File: src/hw/rss_pkg.sv
// Constants and types shared by the reset and start-up sequencer
package rss_pkg;
    localparam int CLK_PERIOD_NS = 50;
    localparam int RC_PERIOD_NS = 50;
    localparam int SETTLE_DELAY_NS = 72_000_000;
    localparam int SETTLE_TICKS = (SETTLE_DELAY_NS + RC_PERIOD_NS - 1) / RC_PERIOD_NS;
    localparam int OSC_STARTUP_CYCLES = 1024;
    localparam int CLR_FILTER_NS = 200;
    localparam int CLR_FILTER_CYCLES = (CLR_FILTER_NS + CLK_PERIOD_NS - 1) / CLK_PERIOD_NS;
    localparam int PC_W = 13;
    localparam logic [12:0] PC_RESET_VEC = 13'h0000;
    localparam logic [12:0] PC_IRQ_VEC = 13'h0004;
    localparam logic [3:0] OFS_CTRL = 4'h0;
    localparam logic [3:0] OFS_STATUS = 4'h4;
    localparam logic [3:0] OFS_CAUSE = 4'h8;
    localparam logic [3:0] OFS_PC = 4'hc;
    localparam int CTRL_SETTLE_BIT = 0;
    localparam int CTRL_OSC_LSB = 1;
    localparam int CTRL_IRQ_EN_BIT = 3;
    localparam int STAT_LOW_LSB = 0;
    localparam int STAT_POWERDOWN_BIT = 3;
    localparam int STAT_TIMEOUT_BIT = 4;
    localparam int STAT_BANK_LSB = 5;
    localparam int CAUSE_STATE_LSB = 4;
    localparam logic CTRL_SETTLE_RST = 1'b1;
    typedef enum logic [1:0] {
        RC_MODE = 2'h0,
        LOW_POWER_CRYSTAL_MODE = 2'h1,
        STANDARD_CRYSTAL_MODE = 2'h2,
        HIGH_SPEED_CRYSTAL_MODE = 2'h3
    } rss_osc_e;
    localparam rss_osc_e OSC_MODE_RST = RC_MODE;
    typedef enum logic [2:0] {
        ST_OFF = 3'h0, ST_HOLD = 3'h1, ST_DELAY = 3'h2, ST_RUN = 3'h3, ST_SLEEP = 3'h4
    } rss_state_e;
    typedef enum logic [2:0] {
        CAUSE_NONE = 3'h0, CAUSE_POR = 3'h1, CAUSE_CLR_RUN = 3'h2, CAUSE_CLR_SLEEP = 3'h3,
        CAUSE_WDOG_RUN = 3'h4, CAUSE_WDOG_WAKE = 3'h5, CAUSE_IRQ_WAKE = 3'h6
    } rss_cause_e;
    typedef enum logic [1:0] {
        PH_IDLE = 2'h0, PH_SETTLE = 2'h1, PH_OSC_STARTUP = 2'h2, PH_DONE = 2'h3
    } rss_phase_e;
endpackage : rss_pkg

File: src/hw/rss_delay_if.sv
// Handshake between the sequencer and its delay chain
`timescale 1ns/1ps
interface rss_delay_if;
    logic start;
    logic settle_en;
    logic osc_startup_en;
    logic busy;
    logic done;
    modport seq (output start, output settle_en, output osc_startup_en, input busy, input done);
    modport chain (input start, input settle_en, input osc_startup_en, output busy, output done);
endinterface : rss_delay_if

File: src/hw/rss_delay_chain.sv
// Supply-settle timer followed by oscillator start-up counter
`timescale 1ns/1ps
module rss_delay_chain #(
    parameter int SETTLE_TICKS = rss_pkg::SETTLE_TICKS,
    parameter int OSC_STARTUP_CYCLES = rss_pkg::OSC_STARTUP_CYCLES
) (
    input wire logic ref_clk,
    input wire logic srst,
    input wire logic ce,
    input wire logic rc_osc_in,
    input wire logic osc_input_pin,
    rss_delay_if.chain dly
);
    localparam int MAXC = (SETTLE_TICKS > OSC_STARTUP_CYCLES) ? SETTLE_TICKS : OSC_STARTUP_CYCLES;
    localparam int CW = $clog2(MAXC + 1);
    localparam logic [CW-1:0] SET_LAST = CW'(SETTLE_TICKS - 1);
    localparam logic [CW-1:0] OSC_LAST = CW'(OSC_STARTUP_CYCLES - 1);
    rss_pkg::rss_phase_e phase_q;
    logic [CW-1:0] cnt_q;
    logic osc_en_q;
    logic rc_q;
    logic osc_q;
    logic rc_edge;
    logic osc_edge;
    assign rc_edge = rc_osc_in & ~rc_q;
    assign osc_edge = osc_input_pin & ~osc_q;
    assign dly.busy = (phase_q == rss_pkg::PH_SETTLE) || (phase_q == rss_pkg::PH_OSC_STARTUP);
    assign dly.done = (phase_q == rss_pkg::PH_DONE);

    always_ff @(posedge ref_clk) begin
        if (srst) begin
            rc_q <= 1'b0;
            osc_q <= 1'b0;
        end else if (ce) begin
            rc_q <= rc_osc_in;
            osc_q <= osc_input_pin;
        end
    end

    // A new start restarts the chain, so a fresh power-on mid-delay wins
    always_ff @(posedge ref_clk) begin
        if (srst) begin
            phase_q <= rss_pkg::PH_IDLE;
            cnt_q <= '0;
            osc_en_q <= 1'b0;
        end else if (ce) begin
            if (dly.start) begin
                cnt_q <= '0;
                osc_en_q <= dly.osc_startup_en;
                if (dly.settle_en) begin
                    phase_q <= rss_pkg::PH_SETTLE;
                end else if (dly.osc_startup_en) begin
                    phase_q <= rss_pkg::PH_OSC_STARTUP;
                end else begin
                    phase_q <= rss_pkg::PH_DONE;
                end
            end else begin
                case (phase_q)
                    rss_pkg::PH_SETTLE: begin
                        if (rc_edge && cnt_q == SET_LAST) begin
                            cnt_q <= '0;
                            phase_q <= osc_en_q ? rss_pkg::PH_OSC_STARTUP : rss_pkg::PH_DONE;
                        end else if (rc_edge) begin
                            cnt_q <= cnt_q + 1'b1;
                        end
                    end
                    rss_pkg::PH_OSC_STARTUP: begin
                        if (osc_edge && cnt_q == OSC_LAST) begin
                            phase_q <= rss_pkg::PH_DONE;
                        end else if (osc_edge) begin
                            cnt_q <= cnt_q + 1'b1;
                        end
                    end
                    rss_pkg::PH_DONE: phase_q <= rss_pkg::PH_IDLE;
                    default: phase_q <= rss_pkg::PH_IDLE;
                endcase
            end
        end
    end
endmodule : rss_delay_chain

File: src/hw/rss_sequencer.sv
// Reset and start-up sequencer with Avalon-MM register slave
//
// What this block does
// - Distinguish six reset and wake causes
// - Filter glitches on external clear pin
// - Some register bits never reset
// - Others reset, except on sleep wake-ups
// - Program counter zero, or next on wake
// - Status flags updated per cause
// - Interrupt wake with enable loads vector
// - Rising supply makes power-on reset
// - Falling supply makes no reset
// - Settle timer counts internal RC ticks
// - Reset held while settle timer counts
// - Config bit enables settle timer
// - Start-up counts oscillator input cycles
// - Start-up only crystal modes, power-on/wake
// - Software cannot write status flags
//
// Decided for this implementation: register access over Avalon-MM and the placing of the registers.
`timescale 1ns/1ps
module rss_sequencer #(
    parameter int SETTLE_TICKS = rss_pkg::SETTLE_TICKS,
    parameter int OSC_STARTUP_CYCLES = rss_pkg::OSC_STARTUP_CYCLES,
    parameter int CLR_FILTER_CYCLES = rss_pkg::CLR_FILTER_CYCLES
) (
    input wire logic ref_clk,
    input wire logic srst,
    input wire logic ce,
    input wire logic supply_ok,
    input wire logic external_clear_pin_n,
    input wire logic watchdog_timeout,
    input wire logic irq_wake,
    input wire logic sleep_cmd,
    input wire logic clrwdog_cmd,
    input wire logic [12:0] pc_in,
    input wire logic rc_osc_in,
    input wire logic osc_input_pin,
    input wire logic [3:0] avs_address,
    input wire logic avs_read,
    input wire logic avs_write,
    input wire logic [31:0] avs_writedata,
    output logic [31:0] avs_readdata,
    output logic avs_waitrequest,
    output logic core_reset,
    output logic reg_reset,
    output logic core_asleep,
    output logic pc_load,
    output logic [12:0] pc_value,
    output logic timeout_flag,
    output logic powerdown_flag,
    output logic global_irq_enable
);
    localparam int FW = $clog2(CLR_FILTER_CYCLES + 1);
    localparam logic [FW-1:0] F_LAST = FW'(CLR_FILTER_CYCLES - 1);
    rss_delay_if dly ();
    rss_pkg::rss_state_e state_q, state_d;
    rss_pkg::rss_cause_e cause_q, cause_d;
    rss_pkg::rss_osc_e osc_mode_q;
    logic kind_rst_q, kind_rst_d;
    logic [12:0] pc_tgt_q, pc_tgt_d;
    logic supply_q;
    logic clr_low_q;
    logic [FW-1:0] fcnt_q;
    logic por_p, clr_ev, wdog_run, wdog_wake, irq_ev, slp_ev, clrwdog_ev;
    logic rst_ev, flag_ev, rel, crystal;
    logic timeout_flag_q, powerdown_flag_q;
    logic settle_en_q, irq_en_q;
    logic [2:0] bank_q;
    logic [2:0] st_low_q;
    logic ack_q, wr_en, wr_ctrl, wr_stat;
    logic [31:0] rd_mux, readdata_q;
    logic core_reset_q, reg_reset_q, core_asleep_q, pc_load_q;

    rss_delay_chain #(
        .SETTLE_TICKS(SETTLE_TICKS),
        .OSC_STARTUP_CYCLES(OSC_STARTUP_CYCLES)
    ) u_chain (
        .ref_clk(ref_clk),
        .srst(srst),
        .ce(ce),
        .rc_osc_in(rc_osc_in),
        .osc_input_pin(osc_input_pin),
        .dly(dly.chain)
    );

    // Supply edge; only the rising edge counts, a drop is ignored
    always_ff @(posedge ref_clk) begin
        if (srst) begin
            supply_q <= 1'b0;
        end else if (ce) begin
            supply_q <= supply_ok;
        end
    end
    assign por_p = ce & supply_ok & ~supply_q;

    // Pin must hold a new level for the full count before it is believed
    always_ff @(posedge ref_clk) begin
        if (srst) begin
            clr_low_q <= 1'b0;
            fcnt_q <= '0;
        end else if (ce) begin
            if (~external_clear_pin_n == clr_low_q) begin
                fcnt_q <= '0;
            end else if (fcnt_q == F_LAST) begin
                clr_low_q <= ~external_clear_pin_n;
                fcnt_q <= '0;
            end else begin
                fcnt_q <= fcnt_q + 1'b1;
            end
        end
    end

    // Cause decode, power-on first, then pin, then watchdog
    assign clr_ev = ce & ~por_p & clr_low_q &
        (state_q == rss_pkg::ST_RUN || state_q == rss_pkg::ST_SLEEP);
    assign wdog_run = ce & ~por_p & ~clr_low_q & watchdog_timeout & (state_q == rss_pkg::ST_RUN);
    assign wdog_wake = ce & ~por_p & ~clr_low_q & watchdog_timeout &
        (state_q == rss_pkg::ST_SLEEP);
    assign irq_ev = ce & ~por_p & ~clr_low_q & ~watchdog_timeout & irq_wake &
        (state_q == rss_pkg::ST_SLEEP);
    assign slp_ev = ce & ~por_p & ~clr_low_q & ~watchdog_timeout & sleep_cmd &
        (state_q == rss_pkg::ST_RUN);
    assign clrwdog_ev = ce & ~por_p & ~clr_low_q & ~watchdog_timeout & ~sleep_cmd &
        clrwdog_cmd & (state_q == rss_pkg::ST_RUN);
    assign rst_ev = por_p | clr_ev | wdog_run;
    assign flag_ev = rst_ev | wdog_wake | irq_ev | slp_ev | clrwdog_ev;
    assign crystal = (osc_mode_q != rss_pkg::RC_MODE);
    assign dly.start = por_p | wdog_run | wdog_wake | irq_ev;
    assign dly.settle_en = por_p & settle_en_q;
    assign dly.osc_startup_en = crystal & (por_p | wdog_wake | irq_ev);
    assign rel = ce & ~por_p & ~clr_low_q &
        ((state_q == rss_pkg::ST_HOLD) || (state_q == rss_pkg::ST_DELAY && dly.done));

    always_comb begin
        state_d = state_q;
        cause_d = cause_q;
        kind_rst_d = kind_rst_q;
        pc_tgt_d = pc_tgt_q;
        if (por_p) begin
            state_d = rss_pkg::ST_DELAY;
            cause_d = rss_pkg::CAUSE_POR;
            kind_rst_d = 1'b1;
            pc_tgt_d = rss_pkg::PC_RESET_VEC;
        end else if (clr_ev) begin
            state_d = rss_pkg::ST_HOLD;
            cause_d = (state_q == rss_pkg::ST_SLEEP) ? rss_pkg::CAUSE_CLR_SLEEP :
                rss_pkg::CAUSE_CLR_RUN;
            kind_rst_d = 1'b1;
            pc_tgt_d = rss_pkg::PC_RESET_VEC;
        end else if (wdog_run) begin
            state_d = rss_pkg::ST_DELAY;
            cause_d = rss_pkg::CAUSE_WDOG_RUN;
            kind_rst_d = 1'b1;
            pc_tgt_d = rss_pkg::PC_RESET_VEC;
        end else if (wdog_wake) begin
            state_d = rss_pkg::ST_DELAY;
            cause_d = rss_pkg::CAUSE_WDOG_WAKE;
            kind_rst_d = 1'b0;
            pc_tgt_d = pc_in + 13'h0001;
        end else if (irq_ev) begin
            state_d = rss_pkg::ST_DELAY;
            cause_d = rss_pkg::CAUSE_IRQ_WAKE;
            kind_rst_d = 1'b0;
            pc_tgt_d = irq_en_q ? rss_pkg::PC_IRQ_VEC : pc_in + 13'h0001;
        end else if (ce) begin
            case (state_q)
                rss_pkg::ST_HOLD: begin
                    if (!clr_low_q) state_d = rss_pkg::ST_RUN;
                end
                rss_pkg::ST_DELAY: begin
                    if (dly.done) state_d = clr_low_q ? rss_pkg::ST_HOLD : rss_pkg::ST_RUN;
                end
                rss_pkg::ST_RUN: begin
                    if (slp_ev) state_d = rss_pkg::ST_SLEEP;
                end
                default: state_d = state_q;
            endcase
        end
    end

    always_ff @(posedge ref_clk) begin
        if (srst) begin
            state_q <= rss_pkg::ST_OFF;
            cause_q <= rss_pkg::CAUSE_NONE;
            kind_rst_q <= 1'b1;
            pc_tgt_q <= rss_pkg::PC_RESET_VEC;
            core_reset_q <= 1'b1;
            core_asleep_q <= 1'b0;
            reg_reset_q <= 1'b0;
            pc_load_q <= 1'b0;
        end else if (ce) begin
            state_q <= state_d;
            cause_q <= cause_d;
            kind_rst_q <= kind_rst_d;
            pc_tgt_q <= pc_tgt_d;
            // Reset stays up through every delay of a reset cause
            core_reset_q <= (state_d == rss_pkg::ST_OFF) || (state_d == rss_pkg::ST_HOLD) ||
                (state_d == rss_pkg::ST_DELAY && kind_rst_d);
            core_asleep_q <= (state_d == rss_pkg::ST_SLEEP);
            reg_reset_q <= rst_ev;
            pc_load_q <= rel;
        end
    end

    // Flags belong to hardware alone; no bus path reaches them
    always_ff @(posedge ref_clk) begin
        if (srst) begin
            timeout_flag_q <= 1'b1;
            powerdown_flag_q <= 1'b1;
        end else if (flag_ev) begin
            if (por_p || clrwdog_ev) begin
                timeout_flag_q <= 1'b1;
                powerdown_flag_q <= 1'b1;
            end else if (clr_ev) begin
                if (state_q == rss_pkg::ST_SLEEP) begin
                    timeout_flag_q <= 1'b1;
                    powerdown_flag_q <= 1'b0;
                end
            end else if (wdog_run) begin
                timeout_flag_q <= 1'b0;
                powerdown_flag_q <= 1'b1;
            end else if (wdog_wake) begin
                timeout_flag_q <= 1'b0;
                powerdown_flag_q <= 1'b0;
            end else begin
                timeout_flag_q <= 1'b1;
                powerdown_flag_q <= 1'b0;
            end
        end
    end

    // Avalon slave: one wait state, then write lands and read data stands
    assign avs_waitrequest = (avs_read | avs_write) & ~(ack_q & ce);
    assign wr_en = avs_write & ack_q & ce;
    assign wr_ctrl = wr_en && (avs_address == rss_pkg::OFS_CTRL);
    assign wr_stat = wr_en && (avs_address == rss_pkg::OFS_STATUS);

    always_ff @(posedge ref_clk) begin
        if (srst) begin
            ack_q <= 1'b0;
            readdata_q <= 32'h0000_0000;
        end else if (ce) begin
            ack_q <= (avs_read | avs_write) & ~ack_q;
            if (avs_read && !ack_q) readdata_q <= rd_mux;
        end
    end

    always_comb begin
        rd_mux = 32'h0000_0000;
        if (avs_address == rss_pkg::OFS_CTRL) begin
            rd_mux[rss_pkg::CTRL_SETTLE_BIT] = settle_en_q;
            rd_mux[rss_pkg::CTRL_OSC_LSB +: 2] = osc_mode_q;
            rd_mux[rss_pkg::CTRL_IRQ_EN_BIT] = irq_en_q;
        end else if (avs_address == rss_pkg::OFS_STATUS) begin
            rd_mux[rss_pkg::STAT_LOW_LSB +: 3] = st_low_q;
            rd_mux[rss_pkg::STAT_POWERDOWN_BIT] = powerdown_flag_q;
            rd_mux[rss_pkg::STAT_TIMEOUT_BIT] = timeout_flag_q;
            rd_mux[rss_pkg::STAT_BANK_LSB +: 3] = bank_q;
        end else if (avs_address == rss_pkg::OFS_CAUSE) begin
            rd_mux[2:0] = cause_q;
            rd_mux[rss_pkg::CAUSE_STATE_LSB +: 3] = state_q;
        end else if (avs_address == rss_pkg::OFS_PC) begin
            rd_mux[12:0] = pc_tgt_q;
        end
    end

    // Settle enable and oscillator mode survive every device reset
    always_ff @(posedge ref_clk) begin
        if (srst) begin
            settle_en_q <= rss_pkg::CTRL_SETTLE_RST;
            osc_mode_q <= rss_pkg::OSC_MODE_RST;
        end else if (wr_ctrl) begin
            settle_en_q <= avs_writedata[rss_pkg::CTRL_SETTLE_BIT];
            osc_mode_q <= rss_pkg::rss_osc_e'(avs_writedata[rss_pkg::CTRL_OSC_LSB +: 2]);
        end
    end

    // Reset-state bits; wake-ups leave them alone
    always_ff @(posedge ref_clk) begin
        if (srst) begin
            irq_en_q <= 1'b0;
            bank_q <= 3'h0;
        end else if (rst_ev) begin
            irq_en_q <= 1'b0;
            bank_q <= 3'h0;
        end else begin
            if (wr_ctrl) irq_en_q <= avs_writedata[rss_pkg::CTRL_IRQ_EN_BIT];
            if (wr_stat) bank_q <= avs_writedata[rss_pkg::STAT_BANK_LSB +: 3];
        end
    end

    // No reset at all: unknown after power-up, kept across every cause
    always_ff @(posedge ref_clk) begin
        if (wr_stat) st_low_q <= avs_writedata[rss_pkg::STAT_LOW_LSB +: 3];
    end

    assign avs_readdata = readdata_q;
    assign core_reset = core_reset_q;
    assign reg_reset = reg_reset_q;
    assign core_asleep = core_asleep_q;
    assign pc_load = pc_load_q;
    assign pc_value = pc_tgt_q;
    assign timeout_flag = timeout_flag_q;
    assign powerdown_flag = powerdown_flag_q;
    assign global_irq_enable = irq_en_q;
endmodule : rss_sequencer

File: config.mk
export PLATFORM = sky130hd
export DESIGN_NAME = rss_sequencer
export DESIGN_NICKNAME = d
export VERILOG_FILES = /design/src/hw/rss_pkg.sv /design/src/hw/rss_delay_if.sv /design/src/hw/rss_delay_chain.sv /design/src/hw/rss_sequencer.sv
export SDC_FILE = /design/constraint.sdc
export NUM_CORES = 1
export LEC_CHECK = 0
export BUFFER_PORTS_ARGS = -buffer_cell sky130_fd_sc_hd__buf_2
export CAP_MARGIN = 20
export CELL_PAD_IN_SITES_DETAIL_PLACEMENT = 1
export CELL_PAD_IN_SITES_GLOBAL_PLACEMENT = 2
export CORE_MARGIN = 8
export CORE_UTILIZATION = 33
export CTS_CLUSTER_SIZE = 40
export DETAILED_ROUTE_END_ITERATION = 8
export GPL_ROUTABILITY_DRIVEN = 0
export HOLD_SLACK_MARGIN = 0.06
export PLACE_DENSITY = 0.88
export SKIP_CTS_REPAIR_TIMING = 1
export SLEW_MARGIN = 30
export SYNTH_ARGS = -nofsm -noshare
export SYNTH_HDL_FRONTEND = slang
export SYNTH_SLANG_ARGS = --single-unit
File: constraint.sdc
create_clock -name ref_clk -period 6.5 [get_ports ref_clk]
set_clock_uncertainty 0.2 [all_clocks]
set_input_delay 0.975 -clock ref_clk [delete_from_list [all_inputs] [get_ports ref_clk]]
set_output_delay 0.975 -clock ref_clk [all_outputs]
set_load 0.05 [all_outputs]
# == Word level (Yosys, flattened, before mapping) ==
# Index checks and enable logic that the tools add are counted.
# totals
register_bits,81
output_inout_bits,53
# classes
bitwise_logic,50
add_sub_neg,3
muxes,61
eq_ne,23
n_reduce_logical,26
# op_table
cell,count
$mux W21,5
$mux W13,7
$mux W3,18
$pmux W21 S2,1
$and A1 B1 Y1,27
$add A21 B1 Y21 const B,1
$eq A21 B10 Y1 const B,1
$eq A21 B21 Y1 const B,1
$mux W1,18
$add A13 B1 Y13 const B,1
$eq A3 B2 Y1 const B,4
$or A1 B1 Y1,12
$not A1 Y1,11
$mux W2,5
$mux W9,1
$ne A3 B3 Y1 const B,3
$pmux W3 S3,1
$eq A4 B4 Y1 const B,2
$mux W8,1
$reduce_and A2 Y1,4
$logic_and A1 B1 Y1,7
$eq A3 B1 Y1 const B,2
$eq A3 B3 Y1 const B,2
$mux W6,1
21 further kinds,27

# == Depth between registers and ports, before layout ==
# Gate-level depths: netlist (run 1).
# logic_depth
ltp_word,19
mapped_depth,9

# == Cells and area by module ==
# From an unflattened synthesis (run 1), not the netlist that was laid out.
# unflattened
cells_unflattened,513
area_unflattened_um2,4578.1
# by_module_without_submodules
mod,n_inst,cells_each,area_per_inst_um2
rss_sequencer,1,326,3055.4
rss_delay_chain,1,187,1522.7

# == Least setup slack after synthesis (run 1) ==
# Ideal clock, no wire load.
# synth_timing
kind,input to output
start,input port ce
end,output port avs_waitrequest
setup_slack_ns,3.144
path_buffers,2
arrival_ns,2.181
stages,3
path_cell_list,clkbuf_1 > buf_1 > a21oi_1
# synth_between
elab_chain_len,3
# synth_rtl
element,line,rtl
start: declaration,rss_sequencer.sv:29,"input wire logic ce,"
$and A1 B1 Y1,rss_sequencer.sv:234,assign avs_waitrequest = (avs_read | avs_write) & ~(ack_q & ce);
$not A1 Y1,rss_sequencer.sv:234,
$and A1 B1 Y1,rss_sequencer.sv:234,
end: declaration,rss_sequencer.sv:44,"output logic avs_waitrequest,"
# Every way passes these cells.

# == Worst setup path in the final report (run 1) ==
# layout_timing
start,input port ce
end,"register pc_tgt_q[7], in the netlist pc_value[7]"
# layout_between
elab_chain_len,11
# layout_rtl
element,line,rtl
$and A1 B1 Y1 (2 in a row),rss_sequencer.sv:95,assign por_p = ce & supply_ok & ~supply_q;
$not A1 Y1,n/a,
$and A1 B1 Y1,n/a,
$and A1 B1 Y1,"rss_sequencer.sv:117, rss_sequencer.sv:118, rss_sequencer.sv:120",
$and A1 B1 Y1,"rss_sequencer.sv:117, rss_sequencer.sv:118",
$and A1 B1 Y1,rss_sequencer.sv:118,assign wdog_wake = ce & ~por_p & ~clr_low_q & watchdog_timeout &
$mux W13,rss_sequencer.sv:156,end else if (wdog_wake) begin
$mux W13,rss_sequencer.sv:151,end else if (wdog_run) begin
$mux W13,rss_sequencer.sv:145,end else if (clr_ev) begin
$mux W13,rss_sequencer.sv:140,if (por_p) begin
end signal: assignment,rss_sequencer.sv:187,pc_tgt_q <= rss_pkg::PC_RESET_VEC;
end signal: assignment,rss_sequencer.sv:196,pc_tgt_q <= pc_tgt_d;
end: declaration,rss_sequencer.sv:61,"logic [12:0] pc_tgt_q, pc_tgt_d;"
# Several ways; a longest one is shown, not always the timed one.
# A chain may end at the register's enable or synchronous reset.

==> results of run 1 <==
[cells by family after synthesis]
group | synth area share (%)
compound gates | 19.66
xor+xnor | 3.081
fa+ha+maj | 1.761
buf+inv | 7.013
flops | 38.73
mux | 4.167
other cells | 0.08794
simple gates | 25.50
[report_power, final]
group          switching, W  total [W]  internal (W)
logic              0.000117   0.000161     0.0000438
registers         0.0000119   0.000522      0.000511
clock network      0.000220   0.000554      0.000333
[sequential cells by signal (all words and copies together), names as in the netlist, 2 cells and up]
signal and count:
u_chain.cnt_q 21, avs_readdata 13, state_q 3, cause_q 3, pc_value 13, st_low_q 3, fcnt_q 3, u_chain.phase_q 2
osc_mode_q 2, bank_q 3
[through the flow]
stage	cell area [um2]	util (%)	total power, W	setup WS (ps)
6_report	5006	39.67	0.001237	3128
5_1_grt	5006	39.67	0.001288	2849
4_1_cts	5000	39.62	0.001247	2871
3_5_place_dp	4676	37.05	0.0006937	2512
3_3_place_gp	4669	37.00	0.0006883	2677
2_1_floorplan	4332	-	0.0006552	3144
[layout by cell type (no fill, tap or decap), drive strengths merged, types with 3 or more instances in the layout]
| cell | instances |
|---|---|
| nand2 | 61 |
| o21ai | 36 |
| dfxtp | 78 |
| mux2 | 4 |
| conb | 19 |
| inv | 16 |
| edfxtp | 3 |
| a211oi | 3 |
| buf | 72 |
| nand4 | 6 |
| clkbuf | 11 |
| nor2 | 46 |
| xor2 | 10 |
| a22o | 4 |
| xnor2 | 5 |
| a32o | 6 |
| nand3 | 21 |
| a21oi | 35 |
| nor2b | 10 |
| or3 | 7 |
| o31ai | 8 |
| mux2i | 11 |
| ha | 6 |
| nor4 | 9 |
| nand2b | 7 |
| nor3 | 11 |
| a22oi | 10 |
| o211ai | 3 |
| nand4b | 3 |
| and3 | 7 |
| nor3b | 4 |
| a31oi | 3 |
| or4 | 8 |
[critical path: stages]
cell	delay, ps
buf_2	400
nor2b_1	270
nand4_1	320
nand2b_1	520
nor2_1	190
or3_1	540
o21ai_0	210
[metal layers]
metal,up-vias,global-route usage [%],wire length (um)
met5,-,0,0
met4,0,5.191,146
met3,12,2.794,371
met2,82,28.42,6796
met1,1952,19.81,5969
li1,1957,-,-
[synthesized netlist by cell type (6+ instances only)]
master,number,area [um2]
dfxtp_1,78,1562
nand2_1,60,225.2
nor2_1,46,172.7
a21oi_1,35,175.2
o21ai_0,32,160.2
nand3_1,21,105.1
buf_4,20,150.1
clkbuf_1,16,60.06
inv_1,15,56.30
mux2i_1,11,110.1
a22oi_1,10,75.07
nor2b_1,10,62.56
nor3_1,10,50.05
xor2_1,10,87.58
nor4_1,8,50.05
o31ai_1,8,60.06
and3_1,7,43.79
nand2b_1,7,43.79
or4_1,7,52.55
a32o_1,6,60.06
ha_1,6,75.07
nand4_1,6,37.54
or3_1,6,37.54
[how the worst min path moves through the flow]
stage / start / endpoint
CTS: pc_load / pc_load
finish: pc_load / pc_load
global route: pc_load / pc_load
floorplan: bank_q[0] / bank_q[0]
global placement: u_chain.osc_en_q / u_chain.osc_en_q
detailed placement: bank_q[0] / bank_q[0]
[area by class of cell]
type | count | share of cell area [%]
tap | 172 | 4.299
clock buffer | 11 | 5.274
sequential | 81 | 32.99
timing repair buffer | 72 | 7.298
multi-input combinational | 395 | 47.81
inverter | 15 | 1.125
clock inverter | 5 | 1.200
==> run_results.csv, run 1 <==
group,metric,value,unit
clocking,worstSkewPairLatency,340,ps
flow_run,maxCapViolations,0,
setup_path,regToRegEndpoint,"u_chain.cnt_q[11]",
grt,grt_use_total,16.26,%
place,dp.cells,735,
yosys,synth-seq-cells,81,
drt,drtPass1Iterations,4,
setup_path,crit_path_end,"pc_value[7]",
timing,hold_slack,264.3,ps
yosys,async_flop_share,0,%
setup_path,reg2regPathDepth,7,
power,ir_drop,0.1392,mV
floorplan,die_h,129.7,um
yosys,syn-cell-area,4264,um2
setup_path,crit_start,"ce",
timing,fmax,296.6,MHz
cells_and_area,diodes,0,
timing,setup_tns,0,ps
floorplan,rows,41,
cells_and_area,register_area,1652,um2
grt,grt_pass1_vias,4192,
setup_path,crit_arrival,3440,ps
drt,dr.first_iter.drc_count,197,
power,powerDensity,247.1,nW/um2
clocking,htree_levels,3,
floorplan,die-width,129.7,um
drt,wirelength,13290,um
yosys,netlist_instances,516,
clocking,ctsRootBufferMaster,"clkbuf_16",
cells_and_area,layout.cells.non_filler,751,
timing,setup_viol,0,
timing,maxSlewViolCount,0,
timing,relSlewSlack,40.63,%
clocking,numCtsBuffers,9,
min_path,hp-class,"flip-flop to flip-flop",
clocking,cts_sinks,81,
drt,drc,0,
timing,period_share,51.87,%
min_path,hold_path_depth,2,
clocking,cts_tree,"yes",
place,numPortBuffers,70,
grt,antenna_found_initial,0,
power,leakage,1.969,nW
floorplan,initial_core_util,33.79,%
cells_and_area,final_layout_size_suffix_gt1_share,18.31,%
yosys,ys_seq_area_share,38.73,%
cells_and_area,fillers,1585,
timing,grt_setup_unrepaired,"no",
setup_path,r2r-start,"u_chain.cnt_q[0]",
cells_and_area,syn2layout_area_growth,17.40,%
floorplan,num_io_pins,115,
clocking,clockBufferDepth,2,
cells_and_area,fin_nets,642,
setup_path,end_kind,"flip-flop",
drt,vias,4003,
drt,ant_nets,0,
setup_path,start_kind,"primary input",
timing,worst_slew_pin_slew,890.6,ps
grt,grt-ovfl-total,0,
run_status,status,"finished, final reports clean",
drt,avgViaCountPerCell,5.330,
timing,period_minus_slack,3372,ps
yosys,avgSynthCellArea,8.264,um2
timing,finalHoldViolCount,0,
yosys,synth_ff_type,"dfxtp_1",
setup_path,reg2reg_setup_slack,3500,ps
setup_path,criticalPathCategory,"primary input to flip-flop",
yosys,netlist-cell-type-count,66,
drt,avgRoutedWirePerCell,17.69,um
place,hpwl,9839,um
cells_and_area,multi_input_area,2394,um2
floorplan,fp.dieArea,16810,um2
grt,grt_max_degree,46,
yosys,ys.warnings.count,0,
setup_path,worstPathRequired,6570,ps
yosys,synth-edff-count,3,
floorplan,core_area,12620,um2
grt,grt_pass1_wl,21610,um
setup_path,path_max_fanout,24,
clocking,clk_pin_slew,70,ps
Power figures use the tool's default switching activity.
==> inputs of run 2 (changes only) <==
ABC_AREA = 1   (was unset)
CORE_UTILIZATION = 28   (was 33)
PLACE_DENSITY = 0.81   (was 0.88)
clock period = 3.4 ns   (was 6.5 ns; I/O delays follow)
==> run 2 against run 1 <==
Effect of this change: sequential share of layout area decreased by 2.5 points; flip-flop and latch count unchanged; clock power increased by 81%; non-clock buffer count increased by 6; count of clock-buffer cells in the layout unchanged; global-route usage decreased by 0.79 points; synthesized cell count increased by 34%; die area increased by 24%; total power increased by 98%.
==> run_results.csv, run 2 <==
group,metric,value,unit
place,hpwl,11920,um
yosys,ys.warnings.count,0,
clocking,worstSkewPairLatency,350,ps
yosys,post-synth-top-count-cell,"nand2_1",
drt,ant_nets,0,
timing,maxSlewViolCount,0,
cells_and_area,layout_common_cells,"nand2_1 (154), nor2_1 (125), dfxtp_1 (78)",
setup_path,end_kind,"flip-flop",
drt,vias,4562,
yosys,ys_seq_area_share,35.86,%
grt,antenna_found_initial,0,
yosys,synth-edff-count,3,
setup_path,reg2reg_setup_slack,830,ps
min_path,hp-start,"avs_writedata[2]",
cells_and_area,fillers,2142,
clocking,numCtsBuffers,9,
clocking,cts_tree,"yes",
cells_and_area,regMostFlops,"u_chain.cnt_q",
clocking,clockBufferDepth,2,
run_status,status,"finished, final reports clean",
timing,worst_slew_pin_slew,537.7,ps
setup_path,start_kind,"flip-flop",
drt,wl_met3,791,um
timing,hold_slack,157.7,ps
yosys,ys_top_cells_by_count,"nand2_1 (154), nor2_1 (125), dfxtp_1 (78)",
setup_path,slowest_stage,"dfxtp_1",
yosys,async_flop_share,0,%
yosys,avgSynthCellArea,6.665,um2
power,leakage,2.327,nW
timing,setup_tns,0,ps
drt,drc,0,
timing,grt_setup_unrepaired,"no",
floorplan,die_h,144.3,um
setup_path,criticalPathCategory,"flip-flop to flip-flop",
drt,drtPass1Iterations,4,
drt,wl_met1,6822,um
drt,topRoutingLayerUsed,"met4",
timing,period_minus_slack,2567,ps
setup_path,crit_family,"simple AND/OR/NAND/NOR gates",
timing,relSlewSlack,64.02,%
cells_and_area,register_area,1652,um2
min_path,hp-class,"primary input to flip-flop",
yosys,synth_ff_type,"dfxtp_1",
grt,grt_pass1_wl,25120,um
cells_and_area,layout.cells.non_filler,987,
yosys,netlist_instances,691,
setup_path,crit_buf_inv,1,
clocking,cts_sinks,81,
cells_and_area,syn2layout_area_growth,17.71,%
cells_and_area,diodes,0,
clocking,ctsRootBufferMaster,"clkbuf_16",
yosys,synth_top_area_cell,"dfxtp_1",
setup_path,path_max_fanout,34,
timing,finalHoldViolCount,0,
grt,grt_max_degree,35,
place,dp.cells,971,
drt,avgViaCountPerCell,4.622,
clocking,clk_pin_slew,70,ps
timing,setup_viol,0,
cells_and_area,fin_nets,830,
setup_path,path_cells,"ha_1 -> nand3_1 -> inv_2 -> nand3b_1 -> o21ai_0 -> nand3_2 -> nand3_4 -> nand2_1 -> o21ai_0 -> nor2_1",
floorplan,core_area,16350,um2
flow_run,maxCapViolations,0,
setup_path,r2r-start,"u_chain.cnt_q[0]",
place,numPortBuffers,70,
setup_path,crit_path_frequent_cell,"o21ai_0",
yosys,netlist.area_leader.share,33.90,%
timing,period_share,75.51,%
floorplan,fp.dieArea,20810,um2
cells_and_area,layout.cells.most_common,"nand2_1",
floorplan,num_io_pins,115,
power,ir_drop,0.2353,mV
floorplan,rows,47,
yosys,syn-cell-area,4606,um2
yosys,synth-seq-cells,81,
clocking,htree_levels,3,
timing,fmax,389.5,MHz
drt,avgRoutedWirePerCell,15.50,um
setup_path,crit_arrival,2580,ps
cells_and_area,final_layout_size_suffix_gt1_share,14.86,%
floorplan,initial_core_util,28.17,%
grt,grt-ovfl-total,0,
floorplan,die-width,144.3,um
drt,dr.first_iter.drc_count,233,
setup_path,worstPathRequired,3410,ps
grt,grt_use_total,15.46,%
power,powerDensity,451.9,nW/um2
setup_path,crit_start,"u_chain.cnt_q[0]",
cells_and_area,largest_reg_flops,21,
yosys,yosys-top-cells-area,"dfxtp_1 (34%), nand2_1 (13%), nor2_1 (10%)",
yosys,netlist-cell-type-count,40,
drt,wirelength,15300,um
setup_path,max_stage_delay,400,ps
grt,grt_pass1_vias,4886,
cells_and_area,multi_input_area,2495,um2
drt,wl_met2,7587,um
[run 2: cell count changes after synthesis, moves of 8 or more]
cell	previous run	this run
nor4_1	8	0
nor2_1	46	125
nand2_1	60	154
xor2_1	10	20
mux2i_1	11	0
a22oi_1	10	2
nand3_1	21	33
o31ai_1	8	0
nor2b_1	10	0
a21oi_1	35	44
inv_1	15	74
[run 2: final timing paths]
path / endpoint / cells past startpoint
max: u_chain.cnt_q[0] / 10
min: st_low_q[2] / 1
max reg2reg: u_chain.cnt_q[0] / 10
min reg2reg: fcnt_q[2] / 2
[run 2: cell families after synthesis]
logic type                 count (synthesis)  synth area share, %
and+or+nand+nor                          356                33.20
buffers and inverters                    114                11.44
AOI/OAI and AO/OA                        109                13.23
DFF                                       81                35.86
xor gates and xnor gates                  24                4.564
adders and majority gates                  6                1.630
other                                      1              0.08142
[run 2: routing by layer]
layer	track usage [%]	vias to the layer above
met3	4.490	5
met2	27.34	83
met5	0	-
li1	-	2324
met4	3.122	0
met1	18.19	2150
[run 2: final cells by class]
cell class / count / share of cell area [%]
multi-input combinational: 514 / 46.02
clock buffer: 11 / 4.293
inverter: 78 / 5.400
sequential: 81 / 30.46
timing repair buffer: 78 / 7.570
tap: 220 / 5.077
clock inverter: 5 / 1.177
[run 2: power by group]
group | total (W) | internal [W] | switching (W) | leakage, nW
combinational | 0.000418 | 0.000114 | 0.000304 | 1.53
sequential | 0.00103 | 0.000993 | 0.0000362 | 0.661
clock | 0.00100 | 0.000575 | 0.000427 | 0.140
[run 2: metrics by stage]
step / setup slack [ps] / power [W] / area, um2 / utilization [%]
after floorplan: 1223 / 0.001371 / 4673 / -
after global placement: 831.7 / 0.001455 / 5125 / 31.35
after detailed placement: 773.3 / 0.001470 / 5125 / 31.35
after CTS: 808.2 / 0.002482 / 5421 / 33.16
after global routing: 615.2 / 0.002569 / 5421 / 33.16
final: 832.8 / 0.002450 / 5421 / 33.16
